`src/hdl/tsu_pkg.sv`:
```
// Constants, register map and state layout for the tick sampled UART.
package tsu_pkg;

  // Clock and line timing.
  localparam int unsigned CLK_HZ       = 100_000_000;
  localparam int unsigned BAUD_DEFAULT = 9600;
  localparam int unsigned TICKS_PER_BIT = 4;
  localparam logic [15:0] TICK_DIV_RST =
    16'(CLK_HZ / (TICKS_PER_BIT * BAUD_DEFAULT) - 1);

  // Register byte addresses on the APB.
  localparam logic [11:0] ADDR_CTRL   = 12'h000;
  localparam logic [11:0] ADDR_TXDATA = 12'h004;
  localparam logic [11:0] ADDR_RXDATA = 12'h008;
  localparam logic [11:0] ADDR_STATUS = 12'h00c;

  // Control register fields.
  localparam int unsigned CTRL_DIV_LSB = 0;
  localparam int unsigned CTRL_EN_BIT  = 16;
  localparam logic        CTRL_EN_RST  = 1'b1;

  // Status register fields.
  localparam int unsigned ST_THE   = 0;
  localparam int unsigned ST_FE    = 1;
  localparam int unsigned ST_OE    = 2;
  localparam int unsigned ST_RFULL = 3;
  localparam int unsigned ST_WFULL = 4;
  localparam int unsigned ST_RXACT = 5;
  localparam int unsigned ST_RXSB  = 6;
  localparam int unsigned ST_RXBD  = 7;
  localparam int unsigned ST_RXRDY = 8;
  localparam int unsigned ST_TXACT = 9;
  localparam int unsigned ST_TXREQ = 10;
  localparam int unsigned ST_TXPIP = 11;
  localparam int unsigned ST_TXSB  = 12;

  // Receiver and transmitter constants.
  localparam logic [7:0] RX_PRESET     = 8'h80;
  localparam logic [2:0] RX_TICK_LOAD  = 3'h4;
  localparam logic [5:0] TX_CNT_DONE   = 6'h28;
  localparam logic [5:0] TX_CNT_STOP   = 6'h24;
  localparam logic [5:0] TX_CNT_INIT   = 6'h01;
  localparam logic       LINE_MARK     = 1'b1;
  localparam logic       LINE_SPACE    = 1'b0;

  // Receive state flags.
  typedef struct packed {
    logic       active;
    logic       start_ok;
    logic       byte_done;
    logic       data_ready;
    logic       frame_err;
    logic       overrun;
    logic [2:0] tick_cnt;
    logic [7:0] deser;
    logic [7:0] hold;
  } tsu_rx_s;

  // Transmit state flags.
  typedef struct packed {
    logic       active;
    logic       request;
    logic       pipe_bit;
    logic       start_bit;
    logic       holding_empty;
    logic [5:0] tick_cnt;
    logic [7:0] ser;
    logic [7:0] hold;
  } tsu_tx_s;

  // Whole state of the top module.
  typedef struct packed {
    tsu_rx_s     rx;
    tsu_tx_s     tx;
    logic [15:0] div;
    logic        en;
    logic [7:0]  wbuf;
    logic        wfull;
    logic [7:0]  rbuf;
    logic        rfull;
    logic        st_fe;
    logic        st_oe;
    logic        txd;
    logic        tick_mon;
    logic        pready;
    logic        pslverr;
    logic [31:0] prdata;
  } tsu_state_s;

endpackage

```
`src/hdl/tsu_tick_gen.sv`:
```
// Sampling tick divider that pulses once per divisor period.
`timescale 1ns/10ps
module tsu_tick_gen (
  // Clock and reset.
  input  wire logic        clk,
  input  wire logic        nrst,
  // Divider control.
  input  wire logic        en,
  input  wire logic [15:0] div,
  // One cycle tick pulse.
  output logic             tick
);
  typedef struct packed {
    logic [15:0] cnt;
    logic        tick;
  } tsu_tick_s;

  tsu_tick_s st_q;
  tsu_tick_s st_d;

  // Count down and reload, emitting a pulse on each reload from zero; while disabled, reload every cycle without a pulse.
  always_comb begin
    st_d      = st_q;
    st_d.tick = 1'b0;
    if (!nrst) begin
      st_d = '0;
    end else if (!en) begin
      st_d.cnt = div;
    end else if (st_q.cnt == 16'h0000) begin
      st_d.cnt  = div;
      st_d.tick = 1'b1;
    end else begin
      st_d.cnt = st_q.cnt - 16'h0001;
    end
  end

  // State register.
  always_ff @(posedge clk) begin
    st_q <= st_d;
  end

  assign tick = st_q.tick;
endmodule

```
`src/hdl/tsu_uart.sv`:
```
// Tick sampled UART with APB register access and one byte host buffers.
//
// Behaviour
// - Sampling tick runs at four times baud and times both directions.
// - Idle space sets receiving; confirmed start presets deserializer 80h.
// - After start, count ticks down, sample at zero, reload with four.
// - Data samples rotate in; marker shifted out sets byte finished.
// - Sample after byte finished is stop; space sets framing error.
// - Stop time with data still ready sets overrun error.
// - Then set ready, move byte to holding, clear receive flags.
// - Each tick first drives the pipelined bit onto the line.
// - Tick with start flag set: clear it, init counter, nothing more.
// - Else increment counter and act only when counter mod 4 is zero.
// - Idle without request asserts holding empty bit and pin.
// - Idle with request loads serializer, sets active and start, space out.
// - Active at count 28h clears active: character done.
// - Active at count 24h loads a mark for the stop bit.
// - Other active points shift next data bit into the pipelined bit.
// - Host data write clears holding empty, sets request, fills holding.
// - Read buffer full flag clears when the host reads the buffer.
// - Monitor output toggles on every sampling tick.
//
// Overview
// The tick divider sets the pace of both directions: four ticks make
// one bit cell. Neither direction does anything between ticks apart
// from the buffer transfers, which run every clock.
// The host side has one byte each way: the write buffer feeds the
// transmit holding register one cycle after the write, and the read
// buffer is filled from the receive holding register when it is free.
//
// Receiver walk, counted in ticks from the first space seen:
//   t0      space on an idle line marks a possible start.
//   t1      second space confirms it; a mark instead drops the attempt.
//   t5..t33 one data bit every fourth tick, least significant first.
//   t37     stop sample; framing and overrun decided, character ready.
// A glitch shorter than one tick may be missed or taken as a start;
// the confirm tick filters the second case.
//
// Transmitter walk, counted by its own tick counter:
//   load    on a multiple of four with a pending request; the start
//           space goes into the pipelined bit.
//   start   next tick drives the space and restarts the count at one.
//   4..32   eight data bits are shifted into the pipelined bit.
//   36      a mark for the stop bit.
//   40      character done; the line stays at mark.
// Every line change is launched by a tick, so all bit edges sit at
// the same place after their tick.
//
// Register map, one aligned word each:
//   CTRL    divisor in the low half and enable above it; the tick
//           period is the divisor plus one clocks.
//   TXDATA  host byte for the transmitter; a read returns the last one.
//   RXDATA  received byte; reading it empties the read buffer.
//   STATUS  buffer and error flags plus the internal receive and
//           transmit flags; writing one to framing or overrun clears it.
// An address outside the map answers with slave error; a write there
// is dropped and a read returns zero.
//
// Limitations a user must know:
//   Every access has one wait state; read data stands for one cycle.
//   Holding empty falls one cycle after the host write, so a host that
//   uses it as an interrupt must take it edge sensitive.
//   The transmit counter runs free while idle, so a new character may
//   wait up to four ticks for its start bit.
//   A byte written while another still waits in the holding register
//   replaces it; the host must watch holding empty first.
//   A new divisor takes effect at the next reload; clearing the enable
//   reloads it at once.
//   Error flags reach the status word when their character moves into
//   the read buffer, not at the stop sample.
`timescale 1ns/10ps
module tsu_uart (
  // Clock and reset.
  input  wire logic        CORE_CLK,
  input  wire logic        NRST,
  // APB slave.
  input  wire logic        PSEL,
  input  wire logic        PENABLE,
  input  wire logic        PWRITE,
  input  wire logic [11:0] PADDR,
  input  wire logic [31:0] PWDATA,
  output logic      [31:0] PRDATA,
  output logic             PREADY,
  output logic             PSLVERR,
  // Serial line.
  input  wire logic        RXD,
  output logic             TXD,
  // Status pins.
  output logic             TX_EMPTY,
  output logic             RD_FULL,
  output logic             TICK_MON
);
  import tsu_pkg::*;

  tsu_state_s st_q;
  tsu_state_s st_d;
  logic       tick;
  logic       acc;
  logic       wr_ok;
  logic       rd_ok;
  logic       hit;
  logic       rx_last;
  logic       rx_stop;
  logic [5:0] tx_cnt_inc;
  logic [31:0] status_word;

  // Sampling tick at four times the baud rate.
  tsu_tick_gen u_tick (
    .clk  (CORE_CLK),
    .nrst (NRST),
    .en   (st_q.en),
    .div  (st_q.div),
    .tick (tick)
  );

  // Access phase decode; one wait state before pready.
  // Writes and reads act at the edge where pready is seen high.
  assign acc   = PSEL & PENABLE & st_q.pready;
  assign hit   = (PADDR == ADDR_CTRL) | (PADDR == ADDR_TXDATA) |
                 (PADDR == ADDR_RXDATA) | (PADDR == ADDR_STATUS);
  assign wr_ok = acc & PWRITE & hit;
  assign rd_ok = acc & ~PWRITE & hit;

  // Helper values for the receiver rotate and transmit counter.
  assign rx_last    = st_q.rx.deser[0];
  assign tx_cnt_inc = st_q.tx.tick_cnt + 6'h01;

  // The receiver takes its stop sample in this cycle.
  assign rx_stop = tick & st_q.rx.active & st_q.rx.start_ok &
                   st_q.rx.byte_done & (st_q.rx.tick_cnt == 3'h1);

  // Status word as seen by a read.
  // Bits above the transmit start flag read as zero.
  always_comb begin
    status_word           = '0;
    status_word[ST_THE]   = st_q.tx.holding_empty;
    status_word[ST_FE]    = st_q.st_fe;
    status_word[ST_OE]    = st_q.st_oe;
    status_word[ST_RFULL] = st_q.rfull;
    status_word[ST_WFULL] = st_q.wfull;
    status_word[ST_RXACT] = st_q.rx.active;
    status_word[ST_RXSB]  = st_q.rx.start_ok;
    status_word[ST_RXBD]  = st_q.rx.byte_done;
    status_word[ST_RXRDY] = st_q.rx.data_ready;
    status_word[ST_TXACT] = st_q.tx.active;
    status_word[ST_TXREQ] = st_q.tx.request;
    status_word[ST_TXPIP] = st_q.tx.pipe_bit;
    status_word[ST_TXSB]  = st_q.tx.start_bit;
  end

  // Next state: bus, receiver, transmitter and buffer transfers.
  always_comb begin
    st_d         = st_q;
    // Bus answer: ready rises one cycle after the access phase opens
    // and stands for one cycle; slave error goes with it.
    st_d.pready  = PSEL & PENABLE & ~st_q.pready;
    st_d.pslverr = PSEL & PENABLE & ~st_q.pready & ~hit;
    st_d.prdata  = '0;

    // Read data is prepared in the cycle before pready rises.
    // Outside an answer the read data stays at zero.
    if (PSEL & PENABLE & ~st_q.pready & ~PWRITE) begin
      case (PADDR)
        ADDR_CTRL: begin
          st_d.prdata[CTRL_DIV_LSB +: 16] = st_q.div;
          st_d.prdata[CTRL_EN_BIT]        = st_q.en;
        end
        ADDR_TXDATA: begin
          st_d.prdata[7:0] = st_q.wbuf;
        end
        ADDR_RXDATA: begin
          st_d.prdata[7:0] = st_q.rbuf;
        end
        ADDR_STATUS: begin
          st_d.prdata = status_word;
        end
        default: begin
          st_d.prdata = '0;
        end
      endcase
    end

    // Register writes take effect at the completing edge.
    if (wr_ok) begin
      case (PADDR)
        ADDR_CTRL: begin
          st_d.div = PWDATA[CTRL_DIV_LSB +: 16];
          st_d.en  = PWDATA[CTRL_EN_BIT];
        end
        ADDR_TXDATA: begin
          st_d.wbuf  = PWDATA[7:0];
          st_d.wfull = 1'b1;
        end
        ADDR_STATUS: begin
          // Writing one clears an error flag.
          if (PWDATA[ST_FE]) begin
            st_d.st_fe = 1'b0;
          end
          if (PWDATA[ST_OE]) begin
            st_d.st_oe       = 1'b0;
            st_d.rx.overrun  = 1'b0;
          end
        end
        default: begin
          st_d.en = st_q.en;
        end
      endcase
    end

    // Reading the receive buffer empties it.
    if (rd_ok && PADDR == ADDR_RXDATA) begin
      st_d.rfull = 1'b0;
    end

    if (tick) begin
      // Diagnostic toggle marks each sampling instant.
      st_d.tick_mon = ~st_q.tick_mon;
      // Line changes at the same point after every tick.
      st_d.txd = st_q.tx.pipe_bit;

      // Receiver.
      if (!st_q.rx.active) begin
        if (RXD == LINE_SPACE) begin
          st_d.rx.active = 1'b1;
        end
      end else if (!st_q.rx.start_ok) begin
        if (RXD == LINE_SPACE) begin
          st_d.rx.start_ok = 1'b1;
          st_d.rx.tick_cnt = RX_TICK_LOAD;
          st_d.rx.deser    = RX_PRESET;
        end else begin
          // A mark on the confirm tick was noise; go back to idle.
          st_d.rx.active = 1'b0;
        end
      end else begin
        // A count of one reaches zero on this tick, so that is the
        // sampling tick; the counter then starts over at four.
        st_d.rx.tick_cnt = st_q.rx.tick_cnt - 3'h1;
        if (st_q.rx.tick_cnt == 3'h1) begin
          st_d.rx.tick_cnt = RX_TICK_LOAD;
          if (!st_q.rx.byte_done) begin
            // Rotate right: new bit enters at the top.
            st_d.rx.deser = {RXD, st_q.rx.deser[7:1]};
            if (rx_last) begin
              st_d.rx.byte_done = 1'b1;
            end
          end else begin
            st_d.rx.frame_err = (RXD == LINE_SPACE);
            if (st_q.rx.data_ready) begin
              st_d.rx.overrun = 1'b1;
            end
            st_d.rx.data_ready = 1'b1;
            st_d.rx.hold       = st_q.rx.deser;
            st_d.rx.active     = 1'b0;
            st_d.rx.start_ok   = 1'b0;
            st_d.rx.byte_done  = 1'b0;
          end
        end
      end

      // Transmitter.
      // The start tick restarts the count at one, so the start bit and
      // every data bit last four ticks each.
      if (st_q.tx.start_bit) begin
        st_d.tx.start_bit = 1'b0;
        st_d.tx.tick_cnt  = TX_CNT_INIT;
      end else begin
        st_d.tx.tick_cnt = tx_cnt_inc;
        if (tx_cnt_inc[1:0] == 2'b00) begin
          // Idle: announce an empty holding register or load from it.
          if (!st_q.tx.active) begin
            if (!st_q.tx.request) begin
              st_d.tx.holding_empty = 1'b1;
            end else begin
              st_d.tx.ser           = st_q.tx.hold;
              st_d.tx.request       = 1'b0;
              st_d.tx.active        = 1'b1;
              st_d.tx.start_bit     = 1'b1;
              st_d.tx.pipe_bit      = LINE_SPACE;
              st_d.tx.holding_empty = 1'b1;
            end
          end else if (tx_cnt_inc == TX_CNT_DONE) begin
            st_d.tx.active = 1'b0;
          end else if (tx_cnt_inc == TX_CNT_STOP) begin
            st_d.tx.pipe_bit = LINE_MARK;
          end else begin
            st_d.tx.pipe_bit = st_q.tx.ser[0];
            st_d.tx.ser      = {1'b0, st_q.tx.ser[7:1]};
          end
        end
      end
    end

    // Host byte moves to the transmit holding register; this runs
    // after the tick so a new request is never lost.
    if (st_q.wfull) begin
      st_d.tx.hold          = st_q.wbuf;
      st_d.tx.request       = 1'b1;
      st_d.tx.holding_empty = 1'b0;
      st_d.wfull            = 1'b0;
    end

    // Ready character moves to the read buffer with its errors.
    if (st_q.rx.data_ready && !st_q.rfull) begin
      st_d.rbuf          = st_q.rx.hold;
      st_d.rfull         = 1'b1;
      // A stop sample in this same cycle leaves a new character behind,
      // so its ready and overrun flags survive the move.
      st_d.rx.data_ready = rx_stop;
      if (st_q.rx.frame_err) begin
        st_d.st_fe = 1'b1;
      end
      if (st_q.rx.overrun) begin
        st_d.st_oe      = 1'b1;
        st_d.rx.overrun = rx_stop;
      end
    end

    // Synchronous reset: mark on the line, holding empty set.
    if (!NRST) begin
      st_d                  = '0;
      st_d.txd              = LINE_MARK;
      st_d.tx.pipe_bit      = LINE_MARK;
      st_d.tx.holding_empty = 1'b1;
      st_d.div              = TICK_DIV_RST;
      st_d.en               = CTRL_EN_RST;
    end
  end

  // State register.
  always_ff @(posedge CORE_CLK) begin
    st_q <= st_d;
  end

  // Outputs come straight from the state register.
  assign PRDATA   = st_q.prdata;
  assign PREADY   = st_q.pready;
  assign PSLVERR  = st_q.pslverr;
  assign TXD      = st_q.txd;
  assign TX_EMPTY = st_q.tx.holding_empty;
  assign RD_FULL  = st_q.rfull;
  assign TICK_MON = st_q.tick_mon;
endmodule

```
`config.mk`:
```
export PLATFORM = sky130hd
export DESIGN_NAME = tsu_uart
export DESIGN_NICKNAME = d
export VERILOG_FILES = /design/src/hdl/tsu_pkg.sv /design/src/hdl/tsu_tick_gen.sv /design/src/hdl/tsu_uart.sv
export SDC_FILE = /design/constraint.sdc
export NUM_CORES = 1
export LEC_CHECK = 0
export BUFFER_PORTS_ARGS = -buffer_cell sky130_fd_sc_hd__buf_2
export CORE_MARGIN = 4
export CORE_UTILIZATION = 56
export DETAILED_ROUTE_END_ITERATION = 16
export PLACE_DENSITY_LB_ADDON = 0.08
export SLEW_MARGIN = 20
export SYNTH_ARGS = -nofsm -noshare
export SYNTH_HDL_FRONTEND = slang
export SYNTH_SLANG_ARGS = --single-unit
```
`constraint.sdc`:
```
create_clock -name CORE_CLK -period 2.35 [get_ports CORE_CLK]
set_input_delay 0 -clock CORE_CLK [delete_from_list [all_inputs] [get_ports CORE_CLK]]
set_output_delay 0 -clock CORE_CLK [all_outputs]
set_load 0.005 [all_outputs]
```
==> impl_metrics.tcl, run 1 <==
set metrics [dict create \
    drive_gt1_share_pct 17.5 \
    yosys.area.top_type_share_pct 46.2 \
    dieArea_sq_um 11500 \
    critical_path_arrival_ps 2590 \
    synthTopCellsByArea "dfxtp_1 46%, nand2_1 7.1%, a21oi_1 5.4%" \
    setup_viol 0 \
    htree_levels 4 \
    finalWeightedCongestion 0.811 \
    synth_seq_area_share_pct 46.2 \
    path_clk_slew_ps 60 \
    postRouteAntennaNets 0 \
    hp-class "input port to register" \
    power_frac_clock_pct 45.5 \
    die_w_microns 107 \
    final_nets 766 \
    ys_warn_count 0 \
    ys_types 58 \
    dp_cells 789 \
    coreArea_sq_um 9420 \
    power.density_nw_per_um2 933 \
    slew_violations 0 \
    num_vias 4678 \
    via_per_inst 5.48 \
    timing.fmax_mhz 457 \
    cp_cell_sequence "inv_1, ha_1, or4b_2, nor3_1, a31oi_2, buf_4, o21ai_0, a21oi_1" \
    pwr-share-comb_pct 15.3 \
    overflow 0 \
    fin_skew_ps 5.02 \
    track_usage_pct 25.0 \
    grt_pass1_vias 4431 \
    synthSimpleGateAreaFrac_pct 22.7 \
    hold_ws_ps 29.5 \
    netlist_area_sq_um 5500 \
    routed_wl_mm 13.7 \
    grt_pass1_wl_mm 22.5 \
    netlist.top_cell.by_area "dfxtp_1" \
    final_util_pct 71.0 \
    grt_max_degree 38 \
    diodes 0 \
    dr_wl_met3_microns 770 \
    root_buffer "clkbuf_8" \
    worst_pin_slew_ps 699 \
    synth_cells 647 \
    drt_pass1_iterations 7 \
    max_slew_margin_pct 53.3 \
    ys_ff_latch 127 \
    p_sw_uw 1570 \
    status "finished, final reports clean" \
    synth-async-reset-ratio_pct 0 \
    antenna_found_initial 0 \
    cts_inserted_buffers 17 \
    synthAdderAreaFrac_pct 1.14 \
    dp_hpwl_mm 8.95 \
    post_cts_buffers 0 \
    drv_cap 0 \
    ios 88 \
    critPathLaunchType "register" \
    peakVddDrop_mv 0.639 \
    drc 0 \
    clock-sinks 127 \
    synth_edf_count 0 \
    cp_top_family "simple AND/OR/NAND/NOR gates" \
    area_delta_synth_final_pct 21.5 \
    fillers 740 \
    die_h_microns 107 \
    start_util_pct 58.4 \
    synth_top_family_by_area "simple AND/OR/NAND/NOR gates" \
    cp-end-kind "register" \
    static-leakage-power_uw 0.00257 \
    pwr-share-seq_pct 39.2 \
    tns_ps 0 \
    clk_latency_ps 520 \
    row_count 35 \
    register_area_sq_um 2540 \
    synth_ff_type "dfxtp_1" \
    critical_path.slowest_cell "or4b_2" \
    drt_iter0_drc 270 \
    portBuffers 57 \
    top_layer "met4" \
    layoutNonFillerInstCount 853 \
    synth_compound_area_share_pct 14.8 \
    ctsLongestPathBuffers 2 \
    muxShareOfSynthArea_pct 4.50 \
    rsz0062_at_grt "false" \
    synth_xor_area_share_pct 2.55 \
    crit_fanout 22 \
    multi_input_area_sq_um 2580 \
    cts_tree "built" \
    p_int_uw 4670 \
    path_class "register to register" \
    final-hold-violation-count 0 \
    post-route-min-period_ps 2190 \
    wl_per_cell_microns 16.0 \
    cp.required_ps 2750 \
    avgSynthCellArea_sq_um 8.50 \
    timing.final.crit_share_pct 93.2 \
    slowest_delay_ps 580 \
    path_buf_inv 2 \
    route.met2.wl_mm 6.61 \
    power_switching_share_pct 25.1 \
    drt-met1-wl_mm 6.08 \
]
Yosys cell counts (all sizes together) (3+ instances only):
cell type,instances
buf,42
xnor2,12
a21oi,60
mux2i,9
a22oi,6
and3,7
dfxtp,127
a31oi,7
o21ai,23
clkbuf,31
nand3,26
xor2,4
nand4,3
nor4,7
inv,11
nand2b,4
a222oi,3
nor2b,6
and2,14
mux2,4
a211oi,12
o2bb2ai,7
nor2,65
nand2,104
mux4,5
nor3,10
ha,5
nor3b,4
path summary, 6_finish.rpt:
path / from / to / slack, ps / depth (start not counted)
setup / recovery: u_tick.st_q[1]$_SDFF_PN0_ / u_tick.st_q[10]$_SDFF_PN0_ / 160 / 8
hold / removal: PADDR[3] / PRDATA[2]$_SDFF_PN0_ / 30 / 3
setup reg to reg: u_tick.st_q[1]$_SDFF_PN0_ / u_tick.st_q[10]$_SDFF_PN0_ / 160 / 8
hold reg to reg: st_q[105]$_SDFFE_PN0P_ / st_q[44]$_SDFFE_PN0P_ / 450 / 2
power groups by stage:
stage / logic (uW) / clock network [uW] / registers, uW
2_1_floorplan: 720 / 0 / 2450
3_3_place_gp: 880 / 0 / 2470
3_5_place_dp: 911 / 0 / 2480
4_1_cts: 951 / 2860 / 2440
5_1_grt: 1060 / 2970 / 2460
6_report: 955 / 2840 / 2440
placed cells by master (no fill, tap or decap), types with 12 or more instances in the layout:
cell type / netlist / routed
a211oi_1: 12 / 12
a21oi_1: 59 / 59
nand3_1: 26 / 26
dlygate4sd3_1: 0 / 32
nand2_1: 104 / 103
buf_4: 32 / 15
o21ai_0: 20 / 20
buf_2: 1 / 57
and2_1: 14 / 14
xnor2_1: 12 / 12
conb_1: 1 / 15
nor2_1: 65 / 65
clkbuf_16: 0 / 16
dfxtp_1: 127 / 126
sequential cells by signal, indices dropped and copies added (netlist names):
signal / count
PRDATA: 17
PREADY: 1
PSLVERR: 1
RD_FULL: 1
TICK_MON: 1
TXD: 1
TX_EMPTY: 1
rx_last: 1
st_q: 86
u_tick.st_q: 16
u_tick.tick: 1
per-stage QoR:
stage / area, sq um / setup WS (ps) / total power [uW]
floorplan: 5550 / 364 / 3170
global placement: 5720 / 259 / 3360
detailed placement: 5720 / 181 / 3390
CTS: 6680 / 116 / 6250
global route: 6690 / 19.1 / 6480
finish: 6690 / 160 / 6240
kinds of logic after synthesis:
family | after synthesis
DFF | 127
xor gates and xnor gates | 16
muxes | 18
buffers and inverters | 84
adders and majority gates | 5
other | 1
and+or+nand+nor | 264
AOI/OAI and AO/OA | 132
layer usage:
layer | track usage [%] | vias to the layer above
li1 | - | 2324
met5 | 0 | -
met3 | 4.76 | 23
met4 | 9.32 | 0
met1 | 32.5 | 2190
met2 | 41.3 | 141
worst reg2reg max path, delay by kind of cell, from the launching register on:
kind / cells / cell delay, ps
flip-flops: 1 / 330
AO/OA/AOI/OAI: 3 / 430
buffers and inverters: 2 / 340
adder cells (fa/ha/maj): 1 / 140
AND/OR/NAND/NOR: 2 / 820
cell type report:
type / instances / area share, %
clock buffers: 21 / 6.87
clock inverters: 11 / 2.77
inverters: 11 / 0.618
multi-input cells: 450 / 38.5
flip-flops and latches: 127 / 38.0
well taps: 129 / 2.41
repair buffers: 104 / 10.7
what timing repair did:
action / 4_1_cts / 5_1_grt
endpoints found under the hold margin: 56 / 0
setup endpoints to repair: 0 / 4
hold buffers: 32 / 0
gates resized for setup: 0 / 2
No activity file was read; power rests on OpenSTA's default activity.
==> run 2: changes to the inputs <==
--- a/config.mk
+++ b/config.mk
@@ -9,7 +9,9 @@
 export CORE_MARGIN = 4
 export CORE_UTILIZATION = 56
 export DETAILED_ROUTE_END_ITERATION = 16
+export HOLD_SLACK_MARGIN = 0.15
 export PLACE_DENSITY_LB_ADDON = 0.08
+export REMOVE_ABC_BUFFERS = 1
 export SLEW_MARGIN = 20
 export SYNTH_ARGS = -nofsm -noshare
 export SYNTH_HDL_FRONTEND = slang
==> impl_metrics.tcl, run 2 (same netlist as run 1, synthesis figures left out) <==
set metrics [dict create \
    slowest_delay_ps 620 \
    crit_fanout 9 \
    layout_setup_ws_ps 140 \
    cts_inserted_buffers 17 \
    cp.depth 6 \
    status "finished, final reports clean" \
    power_frac_clock_pct 43.5 \
    cp.required_ps 2810 \
    dpl_cell_area_sq_um 5720 \
    die_w_microns 107 \
    critPathMostFrequentCell "dlygate4sd3_1" \
    diodes 0 \
    drt_pass1_iterations 6 \
    rsz0062_at_grt "false" \
    grt_pass1_vias 4390 \
    max_slew_margin_pct 50.8 \
    overflow 0 \
    dieArea_sq_um 11500 \
    cp_cell_sequence "nand4b_1, dlygate4sd3_1, nor3_1, buf_4, and2_1, dlygate4sd3_1" \
    pre_cts_ws_ps 34.4 \
    rrSetupSlack_ps 140 \
    r2r-start "PREADY$_SDFF_PN0_" \
    hp-class "input port to register" \
    timing.rr.end "PRDATA[0]$_SDFF_PN0_" \
    num_vias 4693 \
    static-leakage-power_uw 0.00258 \
    wl_per_cell_microns 15.0 \
    worst_pin_slew_ps 736 \
    power.density_nw_per_um2 903 \
    p_sw_uw 1620 \
    route.met2.wl_mm 6.10 \
    cp-end-kind "register" \
    power_switching_share_pct 26.8 \
    htree_levels 4 \
    ios 88 \
    tns_ps 0 \
    fin_skew_ps 9.04 \
    cts_tree "built" \
    slew_violations 0 \
    drv_cap 0 \
    top_layer "met4" \
    via_per_inst 5.48 \
    die_h_microns 107 \
    crit_end "PRDATA[0]$_SDFF_PN0_" \
    start_util_pct 58.4 \
    antenna_found_initial 0 \
    setup_viol 0 \
    coreArea_sq_um 9420 \
    hold_ws_ps 193 \
    dp_hpwl_mm 8.56 \
    pwr-share-seq_pct 40.3 \
    dr_wl_met3_microns 830 \
    p_int_uw 4440 \
    clk_latency_ps 520 \
    layout_common_cells "126 x dfxtp_1, 103 x nand2_1, 65 x nor2_1, 59 x a21oi_1, 56 x buf_2" \
    layout_commonest_cell "dfxtp_1" \
    ctsLongestPathBuffers 2 \
    post_cts_buffers 0 \
    fin_area_sq_um 6710 \
    routed_wl_mm 12.8 \
    postRouteAntennaNets 0 \
    drc 0 \
    peakVddDrop_mv 0.479 \
    r2r_cells 6 \
    final_nets 769 \
    portBuffers 57 \
    critical_path.slowest_cell "dlygate4sd3_1" \
    timing.fmax_mhz 452 \
    top_register "st_q" \
    root_buffer "clkbuf_8" \
    critical_path_arrival_ps 2670 \
    pwr-share-comb_pct 16.2 \
    grt_pass1_wl_mm 20.9 \
    area_delta_synth_final_pct 21.9 \
    crit_start "PREADY$_SDFF_PN0_" \
    path_class "register to register" \
    largest_reg_flops 86 \
    cp_top_family "buffers and inverters" \
    post-route-min-period_ps 2210 \
    drt_iter0_drc 261 \
    critPathLaunchType "register" \
    drive_gt1_share_pct 17.6 \
    timing.final.crit_share_pct 94.1 \
    path_buf_inv 3 \
    track_usage_pct 22.7 \
    row_count 35 \
    finalWeightedCongestion 0.789 \
    final-hold-violation-count 0 \
    grt_max_degree 52 \
    clock-sinks 127 \
    path_clk_slew_ps 60 \
    drt-met1-wl_mm 5.77 \
]
==> run 2: cell count changes in the layout (fill, tap and decap cells not counted), sizes merged <==
cell / previous run / this run
bufinv: 5 / 3
clkinv: 4 / 8
clkbuf: 21 / 20
dlygate4sd3: 32 / 36
buf: 72 / 70
==> run 2: worst min path at each step <==
stage,start,end,slack [ps],cells after the start
after floorplan,NRST,TXD$_SDFFE_PN1P_,60,1
after global placement,PWDATA[11],st_q[68]$_SDFFE_PN1P_,210,3
after detailed placement,PWDATA[11],st_q[68]$_SDFFE_PN1P_,220,3
after CTS,PADDR[5],PRDATA[3]$_SDFF_PN0_,170,6
after global routing,PADDR[5],PRDATA[1]$_SDFF_PN0_,220,6
final,PADDR[0],PRDATA[3]$_SDFF_PN0_,190,6
==> run 2: metal layers <==
metal,vias up,GRT usage [%]
met5,-,0
met4,0,5.02
met3,15,5.42
met2,140,38.5
met1,2204,29.5
li1,2334,-
==> run 2: metrics by stage <==
| step | util [%] | cells | total power (uW) |
|---|---|---|---|
| 2_1_floorplan | - | 588 | 3110 |
| 3_3_place_gp | 60.8 | 788 | 3340 |
| 3_5_place_dp | 60.8 | 788 | 3390 |
| 4_1_cts | 71.0 | 856 | 6060 |
| 5_1_grt | 71.2 | 856 | 6300 |
| 6_report | 71.2 | 856 | 6060 |
==> run 2: repair_timing <==
item,CTS,global route
gates resized for setup,0,5
endpoints found under the hold margin,73,0
hold buffers,36,0
endpoints found under the setup margin,0,14
==> run 2: worst min-delay path: stages <==
cell	delay, ps
buf_2	80
nor4_1	60
nand3_1	160
nor3_1	70
buf_4	160
and2_1	140
==> run 2: power groups by stage <==
| stage | registers (uW) | logic [uW] | clock network (uW) |
|---|---|---|---|
| finish | 2440 | 984 | 2630 |
| global route | 2460 | 1080 | 2770 |
| CTS | 2440 | 957 | 2670 |
| detailed placement | 2480 | 901 | 0 |
| global placement | 2470 | 870 | 0 |
| floorplan | 2460 | 652 | 0 |
==> run 2: layout make-up <==
cell class	count	area [sq um]
clock buffers	19	442
clock inverters	13	164
fillers	730	2710
inverters	11	41.3
multi-input cells	450	2590
flip-flops and latches	127	2540
well taps	129	161
repair buffers	107	766
